### src/spm_pkg.sv
/*
  spm_pkg: shared constants, types and timing figures for the panel signal monitor.
  assumes one 250 MHz clock and a panel of eight seven-segment digits with decimal points.
*/
package spm_pkg;

  // ----------------------------------------
  // timing
  // ----------------------------------------
  localparam int SPM_CLK_PERIOD_PS = 4000;
  localparam longint SPM_DEBOUNCE_NS = 10000000;
  localparam int SPM_DEBOUNCE_CYC = int'((SPM_DEBOUNCE_NS * 1000) / SPM_CLK_PERIOD_PS);
  localparam int SPM_DEB_W = 22;

  // ----------------------------------------
  // sizes
  // ----------------------------------------
  localparam int SPM_AXES = 2;
  localparam int SPM_DIGITS = 8;
  localparam int SPM_IN_TERMS = 8;
  localparam int SPM_OUT_TERMS = 6;
  localparam int SPM_KEYS = 4;
  localparam int SPM_CNT_W = 32;
  localparam int SPM_ITEM_W = 5;

  // ----------------------------------------
  // monitor item numbers
  // ----------------------------------------
  localparam logic [4:0] SPM_ITEM_SPEED = 5'h00;
  localparam logic [4:0] SPM_ITEM_IN = 5'h07;
  localparam logic [4:0] SPM_ITEM_OUT = 5'h08;
  localparam logic [4:0] SPM_ITEM_ENC = 5'h09;
  localparam logic [4:0] SPM_ITEM_CMD_CNT = 5'h0a;
  localparam logic [4:0] SPM_ITEM_MAX = 5'h10;
  localparam logic [4:0] SPM_ITEM_TEN = 5'h0a;

  // ----------------------------------------
  // counter pages
  // ----------------------------------------
  localparam logic [1:0] SPM_PAGE_LOW = 2'h0;
  localparam logic [1:0] SPM_PAGE_MID = 2'h1;
  localparam logic [1:0] SPM_PAGE_TOP = 2'h2;
  localparam int SPM_PAGE_LOW_LSB = 0;
  localparam int SPM_PAGE_MID_LSB = 16;
  localparam int SPM_PAGE_TOP_LSB = 32;
  localparam int SPM_TOP_DIGITS = 2;
  localparam int SPM_PAGE_DIGITS = 4;

  // ----------------------------------------
  // segment layout: [7]=dp [6]=g .. [0]=a
  // ----------------------------------------
  localparam int SPM_SEG_UPPER = 0;
  localparam int SPM_SEG_LOWER = 3;
  localparam int SPM_SEG_DP = 7;
  localparam logic [7:0] SPM_SEG_BLANK = 8'h00;
  localparam logic [7:0] SPM_SEG_DASH = 8'h40;
  localparam logic [7:0] SPM_SEG_U = 8'h3e;
  localparam logic [7:0] SPM_SEG_N = 8'h54;
  localparam int SPM_DIG_AXIS = 0;
  localparam int SPM_DIG_N = 3;
  localparam int SPM_DIG_U = 4;

  // ----------------------------------------
  // types
  // ----------------------------------------
  typedef struct packed {
    logic pos_mode;
    logic cmd_pulse;
    logic incr_enc;
    logic abc_brk;
    logic enc_phase_a;
    logic enc_phase_b;
    logic enc_phase_c;
    logic uvw_brk;
    logic enc_phase_u;
    logic enc_phase_v;
    logic enc_phase_w;
    logic [SPM_OUT_TERMS-1:0] out_on;
    logic [SPM_IN_TERMS-1:0] in_level;
  } spm_axis_t;

  typedef struct packed {
    logic shift;
    logic set;
    logic down;
    logic up;
  } spm_keys_t;

  typedef logic [SPM_DIGITS-1:0][7:0] spm_disp_t;

  typedef enum logic {SPM_ST_ITEM, SPM_ST_DATA} spm_state_t;

endpackage : spm_pkg

### src/spm_key_filter.sv
/*
  spm_key_filter: debounces the panel keys and emits one pulse per press.
  assumes key inputs are synchronous to clock_i and high while pressed.
*/
`timescale 1ns/1ps
module spm_key_filter #(
  parameter int DEB_CYC = spm_pkg::SPM_DEBOUNCE_CYC
) (
  // clock and reset
  input wire logic clock_i,
  input wire logic sys_rst_i,
  // keys
  input wire spm_pkg::spm_keys_t raw_i,
  output spm_pkg::spm_keys_t press_o
);
  import spm_pkg::*;

  logic [SPM_KEYS-1:0] raw;
  logic [SPM_KEYS-1:0] press;
  assign raw = raw_i;
  assign press_o = press;

  // ----------------------------------------
  // one filter per key
  // ----------------------------------------
  for (genvar k = 0; k < SPM_KEYS; k++)
  begin : g_key
    logic stable;
    logic hit;
    logic [SPM_DEB_W-1:0] cnt;
    assign press[k] = hit;
    always_ff @(posedge clock_i or posedge sys_rst_i)
    begin
      if (sys_rst_i)
      begin
        stable <= 1'b0;
        cnt <= '0;
        hit <= 1'b0;
      end
      else
      begin
        hit <= 1'b0;
        if (raw[k] == stable)
        begin
          cnt <= '0;
        end
        else if (cnt >= SPM_DEB_W'(DEB_CYC - 1))
        begin
          cnt <= '0;
          stable <= raw[k];
          hit <= raw[k];
        end
        else
        begin
          cnt <= cnt + 1'b1;
        end
      end
    end
  end

endmodule : spm_key_filter

### src/spm_monitor.sv
/*
  spm_monitor: panel monitor for a two-axis drive; key handling, axis select,
  counter paging and segment patterns for terminal and encoder levels.
  assumes the keys and axis signals are synchronous to clock_i; purely observes the drive.
*/
// Functional notes
// - each input position lights its upper segment when open and its lower segment when closed.
// - each output position lights its upper segment when off and its lower segment when conducting.
// - the decimal point of the rightmost digit is lit for axis B and dark for axis A.
// - the input view shows eight positions, position n following input terminal n.
// - the output view shows six positions, position n following output terminal n.
// - for an incremental encoder the encoder view maps positions 1..8 to W, V, U, motor line break, C, B, A, encoder line break; otherwise it shows dashes.
// - in item view the up and down keys step the item number, chosen before its data is asked for.
// - the set key on an item shows its data for axis A with the axis point dark.
// - up or down while data is shown switches to the other axis.
// - the set key while data is shown returns to the item number.
// - the first data view of a wide counter shows its lowest four digits.
// - the first shift press on a wide counter shows its middle four digits.
// - the second shift shows the top two digits and a further shift wraps to the lowest four.
// - the command pulse counter is 32 bits, shown in hex, counting only in position mode.
// - the monitor may be used while the motor runs and never acts on the drive.
`timescale 1ns/1ps
module spm_monitor #(
  parameter int DEB_CYC = spm_pkg::SPM_DEBOUNCE_CYC
) (
  // clock and reset
  input wire logic clock_i,
  input wire logic sys_rst_i,
  // panel keys
  input wire spm_pkg::spm_keys_t keys_i,
  // observed axis signals
  input wire spm_pkg::spm_axis_t axis_a_i,
  input wire spm_pkg::spm_axis_t axis_b_i,
  // panel display
  output spm_pkg::spm_disp_t disp_o,
  output logic [spm_pkg::SPM_ITEM_W-1:0] item_o,
  output logic data_view_o
);
  import spm_pkg::*;

  // ----------------------------------------
  // decoding helpers
  // ----------------------------------------
  function automatic logic [7:0] level_seg(input logic active);
    logic [7:0] s;
    s = SPM_SEG_BLANK;
    if (active)
      s[SPM_SEG_LOWER] = 1'b1;
    else
      s[SPM_SEG_UPPER] = 1'b1;
    return s;
  endfunction : level_seg

  function automatic logic [7:0] hex_seg(input logic [3:0] v);
    logic [7:0] s;
    s = SPM_SEG_BLANK;
    case (v)
      4'h0: s = 8'h3f;
      4'h1: s = 8'h06;
      4'h2: s = 8'h5b;
      4'h3: s = 8'h4f;
      4'h4: s = 8'h66;
      4'h5: s = 8'h6d;
      4'h6: s = 8'h7d;
      4'h7: s = 8'h07;
      4'h8: s = 8'h7f;
      4'h9: s = 8'h6f;
      4'ha: s = 8'h77;
      4'hb: s = 8'h7c;
      4'hc: s = 8'h39;
      4'hd: s = 8'h5e;
      4'he: s = 8'h79;
      default: s = 8'h71;
    endcase
    return s;
  endfunction : hex_seg

  // ----------------------------------------
  // key filter
  // ----------------------------------------
  spm_keys_t press;
  spm_key_filter #(
    .DEB_CYC(DEB_CYC)
  ) u_keys (
    .clock_i(clock_i),
    .sys_rst_i(sys_rst_i),
    .raw_i(keys_i),
    .press_o(press)
  );

  logic key_set;
  logic key_updn;
  logic key_up;
  logic key_down;
  logic key_shift;
  assign key_set = press.set;
  assign key_updn = !press.set && (press.up || press.down);
  assign key_up = !press.set && press.up;
  assign key_down = !press.set && !press.up && press.down;
  assign key_shift = !press.set && !press.up && !press.down && press.shift;

  // ----------------------------------------
  // command pulse counters
  // ----------------------------------------
  spm_axis_t ax [SPM_AXES];
  assign ax[0] = axis_a_i;
  assign ax[1] = axis_b_i;
  logic [SPM_CNT_W-1:0] cmd_cnt [SPM_AXES];

  for (genvar a = 0; a < SPM_AXES; a++)
  begin : g_cnt
    always_ff @(posedge clock_i or posedge sys_rst_i)
    begin
      if (sys_rst_i)
        cmd_cnt[a] <= '0;
      else if (ax[a].pos_mode && ax[a].cmd_pulse)
        cmd_cnt[a] <= cmd_cnt[a] + 1'b1;
    end
  end

  // ----------------------------------------
  // view state
  // ----------------------------------------
  spm_state_t state;
  logic [SPM_ITEM_W-1:0] item;
  logic axis;
  logic [1:0] page;

  always_ff @(posedge clock_i or posedge sys_rst_i)
  begin
    if (sys_rst_i)
      state <= SPM_ST_ITEM;
    else if (key_set)
      state <= (state == SPM_ST_ITEM) ? SPM_ST_DATA : SPM_ST_ITEM;
  end

  always_ff @(posedge clock_i or posedge sys_rst_i)
  begin
    if (sys_rst_i)
      item <= SPM_ITEM_SPEED;
    else if (state == SPM_ST_ITEM && key_up)
      item <= (item == SPM_ITEM_MAX) ? SPM_ITEM_SPEED : item + 1'b1;
    else if (state == SPM_ST_ITEM && key_down)
      item <= (item == SPM_ITEM_SPEED) ? SPM_ITEM_MAX : item - 1'b1;
  end

  always_ff @(posedge clock_i or posedge sys_rst_i)
  begin
    if (sys_rst_i)
      axis <= 1'b0;
    else if (state == SPM_ST_ITEM && key_set)
      axis <= 1'b0;
    else if (state == SPM_ST_DATA && key_updn)
      axis <= !axis;
  end

  always_ff @(posedge clock_i or posedge sys_rst_i)
  begin
    if (sys_rst_i)
      page <= SPM_PAGE_LOW;
    else if (key_set)
      page <= SPM_PAGE_LOW;
    else if (state == SPM_ST_DATA && item == SPM_ITEM_CMD_CNT && key_shift)
    begin
      case (page)
        SPM_PAGE_LOW: page <= SPM_PAGE_MID;
        SPM_PAGE_MID: page <= SPM_PAGE_TOP;
        default: page <= SPM_PAGE_LOW;
      endcase
    end
  end

  // ----------------------------------------
  // display pattern, rebuilt every cycle
  // ----------------------------------------
  spm_disp_t next_disp;
  spm_axis_t sel;
  logic [SPM_CNT_W+SPM_CNT_W/4-1:0] cnt_ext;
  assign sel = ax[axis];
  assign cnt_ext = {8'h00, cmd_cnt[axis]};

  always_comb
  begin
    next_disp = '{default: SPM_SEG_BLANK};
    case (state)
      SPM_ST_ITEM:
      begin
        next_disp[SPM_DIG_U] = SPM_SEG_U;
        next_disp[SPM_DIG_N] = SPM_SEG_N;
        next_disp[2] = hex_seg(4'h0);
        if (item >= SPM_ITEM_TEN)
        begin
          next_disp[1] = hex_seg(4'h1);
          next_disp[0] = hex_seg(4'(item - SPM_ITEM_TEN));
        end
        else
        begin
          next_disp[1] = hex_seg(4'h0);
          next_disp[0] = hex_seg(item[3:0]);
        end
      end
      SPM_ST_DATA:
      begin
        case (item)
          SPM_ITEM_IN:
            for (int n = 0; n < SPM_IN_TERMS; n++)
              next_disp[n] = level_seg(!sel.in_level[n]);
          SPM_ITEM_OUT:
            for (int n = 0; n < SPM_OUT_TERMS; n++)
              next_disp[n] = level_seg(sel.out_on[n]);
          SPM_ITEM_ENC:
            if (sel.incr_enc)
            begin
              next_disp[0] = level_seg(sel.enc_phase_w);
              next_disp[1] = level_seg(sel.enc_phase_v);
              next_disp[2] = level_seg(sel.enc_phase_u);
              next_disp[3] = level_seg(sel.uvw_brk);
              next_disp[4] = level_seg(sel.enc_phase_c);
              next_disp[5] = level_seg(sel.enc_phase_b);
              next_disp[6] = level_seg(sel.enc_phase_a);
              next_disp[7] = level_seg(sel.abc_brk);
            end
            else
              next_disp = '{default: SPM_SEG_DASH};
          SPM_ITEM_CMD_CNT:
            case (page)
              SPM_PAGE_LOW:
                for (int d = 0; d < SPM_PAGE_DIGITS; d++)
                  next_disp[d] = hex_seg(cnt_ext[SPM_PAGE_LOW_LSB + 4*d +: 4]);
              SPM_PAGE_MID:
                for (int d = 0; d < SPM_PAGE_DIGITS; d++)
                  next_disp[d] = hex_seg(cnt_ext[SPM_PAGE_MID_LSB + 4*d +: 4]);
              default:
                for (int d = 0; d < SPM_TOP_DIGITS; d++)
                  next_disp[d] = hex_seg(cnt_ext[SPM_PAGE_TOP_LSB + 4*d +: 4]);
            endcase
          default:
            next_disp = '{default: SPM_SEG_DASH};
        endcase
        next_disp[SPM_DIG_AXIS][SPM_SEG_DP] = axis;
      end
      default:
        next_disp = '{default: SPM_SEG_BLANK};
    endcase
  end

  // ----------------------------------------
  // registered outputs
  // ----------------------------------------
  always_ff @(posedge clock_i or posedge sys_rst_i)
  begin
    if (sys_rst_i)
    begin
      disp_o <= '{default: SPM_SEG_BLANK};
      item_o <= '0;
      data_view_o <= 1'b0;
    end
    else
    begin
      disp_o <= next_disp;
      item_o <= item;
      data_view_o <= (state == SPM_ST_DATA);
    end
  end
endmodule : spm_monitor

### config.mk
export PLATFORM = sky130hd
export DESIGN_NAME = spm_monitor
export DESIGN_NICKNAME = d
export VERILOG_FILES = /design/src/spm_pkg.sv /design/src/spm_key_filter.sv /design/src/spm_monitor.sv
export SDC_FILE = /design/constraint.sdc
export NUM_CORES = 1
export LEC_CHECK = 0
export ABC_AREA = 1
export BUFFER_PORTS_ARGS = -buffer_cell sky130_fd_sc_hd__buf_4
export CAP_MARGIN = 5
export CORE_UTILIZATION = 40
export CTS_CLUSTER_SIZE = 14
export DETAILED_ROUTE_END_ITERATION = 16
export SLEW_MARGIN = 25
export SYNTH_ARGS = -nofsm -noshare
export SYNTH_HDL_FRONTEND = slang
export SYNTH_SLANG_ARGS = --single-unit
### constraint.sdc
create_clock -name clock_i -period 20.1 [get_ports clock_i]
set_input_delay 3.015 -clock clock_i [delete_from_list [all_inputs] [get_ports clock_i]]
set_output_delay 3.015 -clock clock_i [all_outputs]
set_load 0.005 [all_outputs]
# [Word-level counts from Yosys, hierarchy flattened]
# Memories as Yosys holds them, arrays and structs flattened.
# Cells that the tools add are included.
[word_totals] romBits=1344 memories=12 regBits=239 in_bits=56
[mem_list] name="(name not given)" words=16 width=7 rd=1 rd_ports_with_merged_regs=0 wr=0 line_no="spm_monitor.sv:57" text="case (v)"
[mem_list] name="(name not given)" words=16 width=7 rd=1 rd_ports_with_merged_regs=0 wr=0 line_no="spm_monitor.sv:57"
[mem_list] name="(name not given)" words=16 width=7 rd=1 rd_ports_with_merged_regs=0 wr=0 line_no="spm_monitor.sv:57"
[mem_list] name="(name not given)" words=16 width=7 rd=1 rd_ports_with_merged_regs=0 wr=0 line_no="spm_monitor.sv:57"
[mem_list] name="(name not given)" words=16 width=7 rd=1 rd_ports_with_merged_regs=0 wr=0 line_no="spm_monitor.sv:57"
[mem_list] name="(name not given)" words=16 width=7 rd=1 rd_ports_with_merged_regs=0 wr=0 line_no="spm_monitor.sv:57"
[mem_list] name="6 more memories"
[op_classes] mux=85 n_addsub=9 eq_ne=10 n_reduce_logical=29 bitwise_logic=6 order_cmp=6
[ops] operator="$mux W22" n=8
[ops] operator="$pmux W32 S4" n=1
[ops] operator="$mux W32" n=3
[ops] operator="$add A22 B1 Y22 const B" n=4
[ops] operator="$ge A22 B22 Y1 const B" n=4
[ops] operator="$pmux W40 S2" n=1
[ops] operator="$mux W23" n=3
[ops] operator="$add A32 B1 Y32 const B" n=2
[ops] operator="$pmux W16 S2" n=2
[ops] operator="$pmux W16 S4" n=1
[ops] operator="$mux W63" n=1
[ops] operator="$mux W1" n=55
[ops] operator="$pmux W15 S3" n=1
[ops] operator="$mux W24" n=1
[ops] operator="$mux W5" n=4
[ops] operator="$eq A5 B4 Y1 const B" n=3
[ops] operator="$logic_and A1 B1 Y1" n=14
[ops] operator="$mux W14" n=1
[ops] operator="$reduce_and A2 Y1" n=4
[ops] operator="$reduce_bool A2 Y1" n=3
[ops] operator="$add A5 B1 Y5 const B" n=1
[ops] operator="$eq A5 B3 Y1 const B" n=1
[ops] operator="$eq A5 B5 Y1 const B" n=1
[ops] operator="$ge A5 B4 Y1 const B" n=1
[ops] operator="other kinds (14)" n=25

# [Logic depth before layout (Yosys ltp)]
# Gate-level depths: netlist (run 1).
[depth] depth_word=8 ltp_mapped=15 ltp_nobuf=14

# [Cells and area by module]
# From an unflattened synthesis (run 1), not the netlist that was laid out.
[hier_totals] cells_unflattened=2093 hier_area_um2=15084.5
[modules_own_cells] mod="spm_monitor" area_each_um2=9376.5 cells_per_inst=1290 instances=1
[modules_own_cells] mod="spm_key_filter" area_each_um2=5708.0 cells_per_inst=803 instances=1

# [Worst setup path before layout (run 1)]
# No wires, ideal clock.
[synth_timing] path_kind="in2reg" start="in axis_b_i[24] (netlist name)" end="reg cmd_cnt[26] (netlist name)" arrival_time_ns=4.010 required_time_ns=19.978 setup_time_ns=0.122 n_path_buf=0 path_stages=8 slack_ns=15.969 path_cell_list="nand2_1 inv_1 nand4_2 nor2_2 inv_2 nor2_1 nand2_1 xor2_1"
[synth_via] elab_chain_len=1
[synth_lines] element="from (decl)" line_no="spm_monitor.sv:33" text="input wire spm_pkg::spm_axis_t axis_b_i,"
[synth_lines] element="$logic_and A1 B1 Y1" line_no="spm_monitor.sv:116" text="else if (ax[a].pos_mode && ax[a].cmd_pulse)"
[synth_lines] element="to (signal, indexed assignment)" line_no="spm_monitor.sv:117" text="cmd_cnt[a] <= cmd_cnt[a] + 1'b1;"
[synth_lines] element="to (decl)" line_no="spm_monitor.sv:108" text="logic [SPM_CNT_W-1:0] cmd_cnt [SPM_AXES];"
# Every way passes these cells.
# A chain may end at the register's enable or synchronous reset.

==> flow_metrics.tcl, run 1 <==
set metrics [dict create \
    status "finished, violations left" \
    violations "design-rule violations" \
    drtIter0Drc 752 \
    ir_drop_mv 0.0698 \
    post-route-period-util_pct 20.7 \
    pre_cts_ws_ns 15.02 \
    setup_tns_ns 0 \
    fmax_mhz 240 \
    p_int_uw 790 \
    arrival_ns 1.15 \
    seqCellArea_mm2 0.00538 \
    slowest_delay_ns 0.44 \
    final-setup-viol-count 0 \
    overflow 0 \
    clock-sinks 215 \
    seq_power_share_pct 42.4 \
    cts_tree "built" \
    die_width_um 193 \
    worstSetupEndpointType "output pin" \
    antenna_found_initial 0 \
    post-route-min-period_ns 4.16 \
    rows 69 \
    relSlewSlack_pct 36.1 \
    first_pass_iters 11 \
    synthCells 1998 \
    drive_gt1_share_pct 10.6 \
    wl_um 37600 \
    synth_edf_count 0 \
    cp_slowest_cell "dfrtp_1" \
    min_path_type "reg -> reg" \
    drv_slew 0 \
    powerDensity_mw_per_mm2 68.3 \
    vias 13100 \
    switching_share_pct 29.9 \
    dpl.hpwl_um 28600 \
    vias_per_cell 5.09 \
    ys_ff_latch 215 \
    fp.coreArea_mm2 0.0357 \
    gr-usage-all-layers_pct 20.6 \
    routedWlPerCell_um 14.7 \
    power.switching_uw 337 \
    fin_skew_ns 0.0161 \
    ys_seq_area_share_pct 37.0 \
    critPathBufInv 1 \
    place.port_buffers 106 \
    fillers 3623 \
    holdWs_ns 0.479 \
    crit_type "reg -> out" \
    rsz0062_at_grt "no" \
    dieArea_mm2 0.0371 \
    avgSynthCellArea_um2 7.28 \
    crit_required_ns 17.09 \
    io_pins 126 \
    yosysWarningCount 0 \
    cts-buffers-inserted 25 \
    ctsResizeCount 0 \
    areaGrowthSynthToFinish_pct 13.3 \
    clk_pin_slew_ns 0.06 \
    crit_fanout 4 \
    die_y_um 193 \
    synthDistinctLibCells 50 \
    tightest_slew_ns 0.952 \
    setup_ws_ns 15.94 \
    met3_usage_pct 2.25 \
    nNetsFinal 2208 \
    grt-busiest-layer "met2" \
    use_met1_pct 28.5 \
    comb_power_share_pct 16.7 \
    grt_max_degree 142 \
    synth_ff_type "dfrtp_1" \
    cts_hold_buf 0 \
    root_buffer "clkbuf_16" \
    drc 16 \
    met2_usage_pct 33.5 \
    power.total_mw 1.13 \
    initial_core_util_pct 40.8 \
    finalHoldViolCount 0 \
    grt_pass1_wl_um 61700 \
    final_antenna_net_count 0 \
    crit_family "flip-flops" \
    async_flop_share_pct 100 \
    synth_area_mm2 0.0145 \
    multi_input_area_mm2 0.00795 \
    worstPathCellList "buf_4" \
    cts_max_path_buffers 3 \
    startpoint_type "register" \
    post_cts_buffers 0 \
    clk_latency_ns 0.55 \
    power_leakage_nw 7.53 \
    antennaDiodeCount 0 \
    globalplace.congestion 0.938 \
    final_core_util_pct 46.2 \
    clockPowerShare_pct 40.8 \
    grt_pass1_vias 12300 \
    htree_levels 1 \
    maxCapViolCount 0 \
]
## state kept, by name, summed over array words and instances, names as in the netlist
signal	flops
u_keys.g_key.cnt	88
data_view_o	1
u_keys.g_key.hit	4
axis	1
item	5
u_keys.g_key.stable	4
page	2
state	1
item_o	5
cmd_cnt	64
disp_o	40
## layout by cell type, fill, tap and decap left out, types with 4 or more instances in the layout
master / instances
clkinv_2: 4
nand2_1: 515
mux2i_1: 15
o21a_1: 4
inv_1: 221
ha_1: 62
nor2_1: 229
or2_1: 4
o21ai_1: 26
clkbuf_8: 6
inv_2: 16
xnor2_1: 23
o22ai_1: 9
nand3_1: 130
buf_4: 110
nand2_2: 4
o21ai_0: 86
o31ai_1: 7
clkbuf_16: 25
nor2_2: 14
xor2_1: 102
a21oi_1: 53
o211ai_1: 17
nand4_1: 55
o21ai_2: 19
nor3_2: 5
dfrtp_1: 214
conb_1: 19
nor3_1: 63
nor4_1: 5
## cells in the mapped netlist, types with 33 or more instances
library cell  instances  share of area (%)
dfrtp_1             215                 37
inv_1               222                5.7
o21ai_0              86                3.0
a21oi_1              53                1.8
nor3_1               63                2.2
nand3_1             130                4.5
xor2_1              102                6.1
buf_4                33                1.7
nand2_1             515                 13
nor2_1              229                5.9
ha_1                 62                5.3
nand4_1              55                2.4
## stage by stage
step                instances  area (um2)
floorplan                2016       14600
global placement         2524       15600
detailed placement       2524       15600
CTS                      2565       16500
global route             2565       16500
finish                   2565       16500
## per-layer routing
metal | part of all wire [%] | vias up
met1 | 47 | 6134
met5 | 0 | -
li1 | - | 6595
met3 | 3.6 | 50
met4 | 2.7 | 0
met2 | 47 | 279
## cells by family (layout without fill, tap and decap cells)
kind of cell,Yosys count,after routing,synth area share (%)
multiplexers,15,15,1.03
AO/OA/AOI/OAI,237,237,9.51
AND/OR/NAND/NOR,1041,1041,30.7
buffers and inverters,302,390,8.86
adder cells (fa/ha/maj),62,62,5.33
other,1,19,0.0258
flip-flops,215,215,37.0
XOR/XNOR,125,125,7.53
## final timing paths
| kind | start | cells past startpoint | endpoint | slack (ns) |
|---|---|---|---|---|
| worst max-delay path | disp_o[37] | 1 | disp_o[34] | 15.94 |
| worst min-delay path | item[4] | 0 | item_o[4] | 0.48 |
| worst max register to register | axis | 13 | disp_o[11] | 17.09 |
| worst min register to register | item[4] | 0 | item_o[4] | 0.48 |
| max in group asynchronous | sys_rst_i | 3 | axis | 16.27 |
| min in group asynchronous | sys_rst_i | 2 | u_keys.g_key[0].cnt[10] | 2.60 |
## power groups by stage
stage | Sequential [mW] | Clock, mW | Combinational, mW
after floorplan | 0.474 | 0 | 0.141
after global placement | 0.485 | 0 | 0.184
after detailed placement | 0.485 | 0 | 0.186
after CTS | 0.478 | 0.474 | 0.188
after global routing | 0.480 | 0.488 | 0.217
final | 0.478 | 0.460 | 0.188
## cell type report
| type | count | area share (%) |
|---|---|---|
| Multi-Input combinational cell | 1499 | 48.2 |
| Sequential cell | 215 | 32.7 |
| Inverter | 238 | 5.50 |
| Timing Repair Buffer | 111 | 5.08 |
| Clock buffer | 31 | 4.30 |
| Tap cell | 461 | 3.50 |
| Clock inverter | 10 | 0.759 |
No activity file was read; power rests on OpenSTA's default activity.
==> run 2: changes to the inputs <==
ABC_AREA = 0   (was 1)
clock period = 3.38 ns   (was 20.1 ns; I/O delays follow)
==> run 2 against run 1 <==
The run now ends clean. Sequential share of layout area is 1.3 points higher. Critical path depth grew 5. Via count is 18% lower. Setup slack worse by 15 ns. Clock power rose to 6.6 times the previous value. Clock skew decreased by 0.0049 ns. Synthesized cell count fell by 28%. Routed wire length down 12%. Area after synthesis decreased by 5.3%. Largest cell class unchanged. Worst hold slack lost 0.25 ns.
==> flow_metrics.tcl, run 2 <==
set metrics [dict create \
    status "complete, no violations" \
    clk_latency_ns 0.54 \
    fmax_mhz 341 \
    regMostFlops "u_keys.g_key.cnt" \
    dpl.hpwl_um 24100 \
    min_from "keys_i[1]" \
    cts-buffers-inserted 26 \
    die_width_um 188 \
    final-setup-viol-count 0 \
    final_antenna_net_count 0 \
    crit_start "axis" \
    worstPathCellList "mux2i_1 > inv_1 > ha_1 > mux4_2 > mux2_2 > o21ai_0" \
    cp_slowest_cell "dfrtp_4" \
    maxCapViolCount 0 \
    min_path_type "in -> reg" \
    antenna_found_initial 0 \
    layout_common_cells "dfrtp_1 (214), nor2_1 (160), buf_4 (132)" \
    ys_seq_area_share_pct 39.1 \
    ctsResizeCount 0 \
    ir_drop_mv 0.480 \
    arrival_ns 3.38 \
    synth_area_mm2 0.0138 \
    avgSynthCellArea_um2 9.62 \
    routedWlPerCell_um 16.7 \
    areaGrowthSynthToFinish_pct 15.1 \
    dieArea_mm2 0.0352 \
    post-route-period-util_pct 86.7 \
    power_leakage_nw 6.84 \
    nNetsFinal 1637 \
    first_pass_iters 9 \
    cts_max_path_buffers 3 \
    io_pins 126 \
    clk_pin_slew_ns 0.06 \
    yosysTopAreaCellShare_pct 39.1 \
    post-route-min-period_ns 2.93 \
    slowest_delay_ns 0.89 \
    globalplace.congestion 0.872 \
    vias_per_cell 5.41 \
    final_common_cell "dfrtp_1" \
    crit_family "multiplexers" \
    fp.coreArea_mm2 0.0337 \
    crit_required_ns 3.83 \
    post_cts_buffers 0 \
    drive_gt1_share_pct 16.1 \
    fillers 3170 \
    synth_ff_type "dfrtp_1" \
    cts_tree "built" \
    relSlewSlack_pct 43.0 \
    synthCells 1431 \
    pre_cts_ws_ns 0.495 \
    grt_max_degree 73 \
    place.port_buffers 106 \
    htree_levels 1 \
    startpoint_type "register" \
    fin_skew_ns 0.0112 \
    rrSetupSlack_ns 0.45 \
    tightest_slew_ns 0.847 \
    clock-sinks 215 \
    setup_tns_ns 0 \
    drtIter0Drc 727 \
    yosys.area.top_type "dfrtp_1" \
    root_buffer "clkbuf_16" \
    crit_type "reg -> reg" \
    initial_core_util_pct 40.9 \
    drc 0 \
    finalHoldViolCount 0 \
    ys_top_cells_by_area "dfrtp_1 (39%), xnor2_1 (6.2%), ha_1 (5.6%)" \
    synthTopCellsByCount "dfrtp_1 (215), nor2_1 (160), nand2_1 (102)" \
    antennaDiodeCount 0 \
    grt_pass1_wl_um 54200 \
    worstSetupEndpointType "register" \
    crit_fanout 42 \
    multi_input_area_mm2 0.00773 \
    rsz0062_at_grt "no" \
    wl_um 33100 \
    overflow 0 \
    seqCellArea_mm2 0.00538 \
    grt_pass1_vias 10200 \
    synth.most_common_cell "dfrtp_1" \
    reg.largest.list "u_keys.g_key.cnt: 88 flops, cmd_cnt: 64 flops, disp_o: 40 flops" \
    die_y_um 188 \
    r2r-start "axis" \
    yosysWarningCount 0 \
    ys_ff_latch 215 \
    synthDistinctLibCells 86 \
    async_flop_share_pct 100 \
    drv_slew 0 \
    synth_edf_count 0 \
    vias 10700 \
    largest_reg_flops 88 \
    critPathBufInv 1 \
    setup_ws_ns 0.448 \
    gr-usage-all-layers_pct 18.7 \
    powerDensity_mw_per_mm2 433 \
    rows 67 \
]
-- run 2: area by class of cell --
type | instances | area share, %
multi-input combinational | 1092 | 48.8
sequential | 215 | 34.0
timing repair buffer | 135 | 6.57
clock buffer | 38 | 4.96
tap | 448 | 3.54
inverter | 49 | 1.18
clock inverter | 9 | 1.00
-- run 2: worst reg2reg max path: cells and delay by family (launching register included) --
| family | cells | cell delay [ns] |
|---|---|---|
| adders and majority gates | 1 | 0.27 |
| DFF | 1 | 0.89 |
| buffers and inverters | 1 | 0.19 |
| muxes | 3 | 1.37 |
| AOI/OAI and AO/OA | 1 | 0.13 |
-- run 2: repair_timing --
item / in CTS / in global routing
setup endpoints to repair: 0 / 0
hold buffers: 1 / 0
hold endpoints to repair: 5 / 0
-- run 2: path summary, 6_finish.rpt --
check	cells after the start	end
max in group asynchronous	4	u_keys.g_key[1].cnt[0]
min in group asynchronous	3	u_keys.g_key[0].cnt[14]
setup / recovery	6	disp_o[19]
hold reg to reg	1	u_keys.g_key[2].cnt[0]
setup reg to reg	6	disp_o[19]
hold / removal	2	u_keys.g_key[1].stable
-- run 2: report_power, final --
group	total [mW]	leakage, nW	switching (mW)	internal [mW]
Combinational	0.944	3.55	0.513	0.430
Sequential	2.89	2.83	0.195	2.70
Clock	3.03	0.464	1.12	1.91
-- run 2: logic make-up after synthesis --
family / synth area share (%)
multiplexers: 9.95
XOR/XNOR: 10.3
AO/OA/AOI/OAI: 10.9
adder cells (fa/ha/maj): 5.63
other: 0.0272
flip-flops: 39.1
AND/OR/NAND/NOR: 18.7
buffers and inverters: 5.36
-- run 2: routing by layer --
layer | track usage [%] | vias up | share of wire [%]
met5 | 0 | - | 0
met4 | 6.47 | 0 | 3.5
met3 | 2.36 | 62 | 4.6
li1 | - | 5228 | -
met2 | 30.8 | 292 | 46
met1 | 25.4 | 5155 | 46
-- run 2: per-stage QoR --
stage | util (%) | hold slack, ns | cell area [um2] | power (mW) | std cells
after floorplan | - | 0.352 | 13800 | 3.60 | 1449
after global placement | 44.2 | 0.440 | 14900 | 3.86 | 1938
after detailed placement | 44.2 | 0.450 | 14900 | 3.88 | 1938
after CTS | 47.0 | 0.210 | 15800 | 6.94 | 1986
after global routing | 47.0 | 0.222 | 15900 | 7.21 | 1986
final | 47.0 | 0.233 | 15900 | 6.86 | 1986
==> run 3: changes to the inputs <==
SYNTH_HIERARCHICAL = 1   (was not set)
==> run 3 against run 2 <==
Non-clock buffer count is 9 higher. Critical path depth is 1 higher. Total power is 1.1% lower. Sequential power is essentially flat. Clock skew grew 0.0078 ns. Routed wire length rose by 0.87%. Die area shrank 0.98%. Sequential share of layout area grew 0.43 points. Clock-buffer cell count decreased by 3. Global-route usage increased by 0.42 points. Critical endpoint is now disp_o[27].
==> flow_metrics.tcl, run 3 <==
set metrics [dict create \
    status "complete, no violations" \
    drv_slew 0 \
    synth_edf_count 0 \
    async_flop_share_pct 100 \
    ctsResizeCount 0 \
    yosysWarningCount 6 \
    routedWlPerCell_um 16.7 \
    rows 67 \
    nNetsFinal 1650 \
    synthDistinctLibCells 78 \
    ys_top_cells_by_area "dfrtp_1 (39%), ha_1 (5.7%), mux2i_1 (5.4%)" \
    die_width_um 187 \
    finalHoldViolCount 0 \
    ir_drop_mv 0.394 \
    globalplace.congestion 0.898 \
    dpl.hpwl_um 24700 \
    post_cts_buffers 0 \
    grt_max_degree 97 \
    power_leakage_nw 6.89 \
    arrival_ns 3.37 \
    reg.largest.list "u_keys/g_key.cnt: 88 flops, cmd_cnt: 64 flops, disp_o: 40 flops" \
    crit_type "reg -> reg" \
    holdWs_ns 0.0307 \
    htree_levels 1 \
    largest_reg_flops 88 \
    final_common_cell "dfrtp_1" \
    layout_common_cells "dfrtp_1 (214), nor2_1 (156), buf_4 (142)" \
    dieArea_mm2 0.0348 \
    fillers 3205 \
    initial_core_util_pct 40.7 \
    clock-sinks 215 \
    wl_um 33400 \
    post-route-min-period_ns 2.91 \
    ys_ff_latch 215 \
    synthCells 1441 \
    fmax_mhz 344 \
    worstSetupEndpointType "register" \
    cts_hold_buf 0 \
    synth_area_mm2 0.0136 \
    crit_start "item[0]" \
    rsz0062_at_grt "no" \
    relSlewSlack_pct 31.5 \
    tightest_slew_ns 1.01 \
    place.port_buffers 106 \
    cts_tree "built" \
    startpoint_type "register" \
    avgSynthCellArea_um2 9.46 \
    drive_gt1_share_pct 15.5 \
    crit_required_ns 3.85 \
    setup_tns_ns 0 \
    overflow 0 \
    multi_input_area_mm2 0.00762 \
    cts-buffers-inserted 24 \
    vias 10800 \
    crit_fanout 10 \
    regMostFlops "u_keys/g_key.cnt" \
    clk_pin_slew_ns 0.06 \
    areaGrowthSynthToFinish_pct 14.8 \
    cts_max_path_buffers 3 \
    powerDensity_mw_per_mm2 433 \
    clk_latency_ns 0.55 \
    synth.most_common_cell "dfrtp_1" \
    yosys.area.top_type "dfrtp_1" \
    fp.coreArea_mm2 0.0335 \
    post-route-period-util_pct 86.0 \
    antenna_found_initial 0 \
    maxCapViolCount 0 \
    root_buffer "clkbuf_16" \
    fin_skew_ns 0.0189 \
    grt_pass1_wl_um 55300 \
    gr-usage-all-layers_pct 19.2 \
    seqCellArea_mm2 0.00538 \
    vias_per_cell 5.40 \
    synth_ff_type "dfrtp_1" \
    antennaDiodeCount 0 \
    synthTopCellsByCount "dfrtp_1 (215), nor2_1 (156), nand2_1 (106)" \
    die_y_um 187 \
    min_path_type "in -> async" \
    yosysTopAreaCellShare_pct 39.5 \
    drc 0 \
    r2r-start "item[0]" \
    first_pass_iters 7 \
    final-setup-viol-count 0 \
    drtIter0Drc 602 \
    grt_pass1_vias 10500 \
    ys_seq_area_share_pct 39.5 \
    final_antenna_net_count 0 \
    io_pins 126 \
]
==> run 3: logic make-up after synthesis <==
group / synth area share, %
compound gates: 11.6
fa+ha+maj: 5.69
flops: 39.5
simple gates: 18.8
buf+inv: 5.37
other cells: 0.0275
xor+xnor: 10.1
mux: 8.87
==> run 3: power by group <==
part / internal (mW) / total [mW] / leakage [nW] / switching (mW)
Clock: 1.54 / 2.65 / 0.386 / 1.11
Combinational: 0.548 / 1.23 / 3.63 / 0.679
Sequential: 2.70 / 2.91 / 2.88 / 0.202
Total: 4.79 / 6.79 / 6.89 / 1.99
==> run 3: layout make-up <==
class / count / share of cell area, %
inverter: 49 / 1.21
clock inverter: 9 / 0.783
tap: 448 / 3.58
clock buffer: 35 / 4.29
sequential: 215 / 34.4
multi-input combinational: 1098 / 48.7
timing repair buffer: 144 / 7.07
==> run 3: final timing paths <==
path                                           to  slack, ns  cells after the start
setup / recovery                       disp_o[27]       0.47                      7
hold / removal                          disp_o[7]       0.03                      2
setup reg to reg                       disp_o[27]       0.47                      7
hold reg to reg            u_keys/g_key[0].cnt[0]       0.49                      1
max in group asynchronous             cmd_cnt[62]       2.66                      3
min in group clock_i       u_keys/g_key[0].stable       0.22                      2
==> run 3: metrics by stage <==
step                      utilization [%]  power (mW)  worst slack (ns)  instances  cell area (um2)
after floorplan                         -        3.82             0.368       1459            13700
after global placement               44.3        4.15             0.592       1954            14900
after detailed placement             44.3        4.17             0.552       1954            14900
after CTS                            46.7        6.87             0.513       1998            15600
after global routing                 46.7        7.12             0.259       1998            15700
final                                46.7        6.79             0.474       1998            15700
==> run 3: per-layer routing <==
layer	up-vias	GRT usage (%)	routed length (um)
met3	56	2.90	1440
met1	5235	26.7	15700
met2	246	31.1	15400
met5	-	0	0
li1	5259	-	-
met4	0	5.04	845
==> run 3: critical path, stage by stage (launching register included) <==
cell	delay [ns]
dfrtp_1	0.48
inv_1	0.21
ha_1	0.36
nor4bb_2	0.87
nor4_1	0.18
nor2_1	0.42
o211ai_1	0.18
nand3_1	0.12
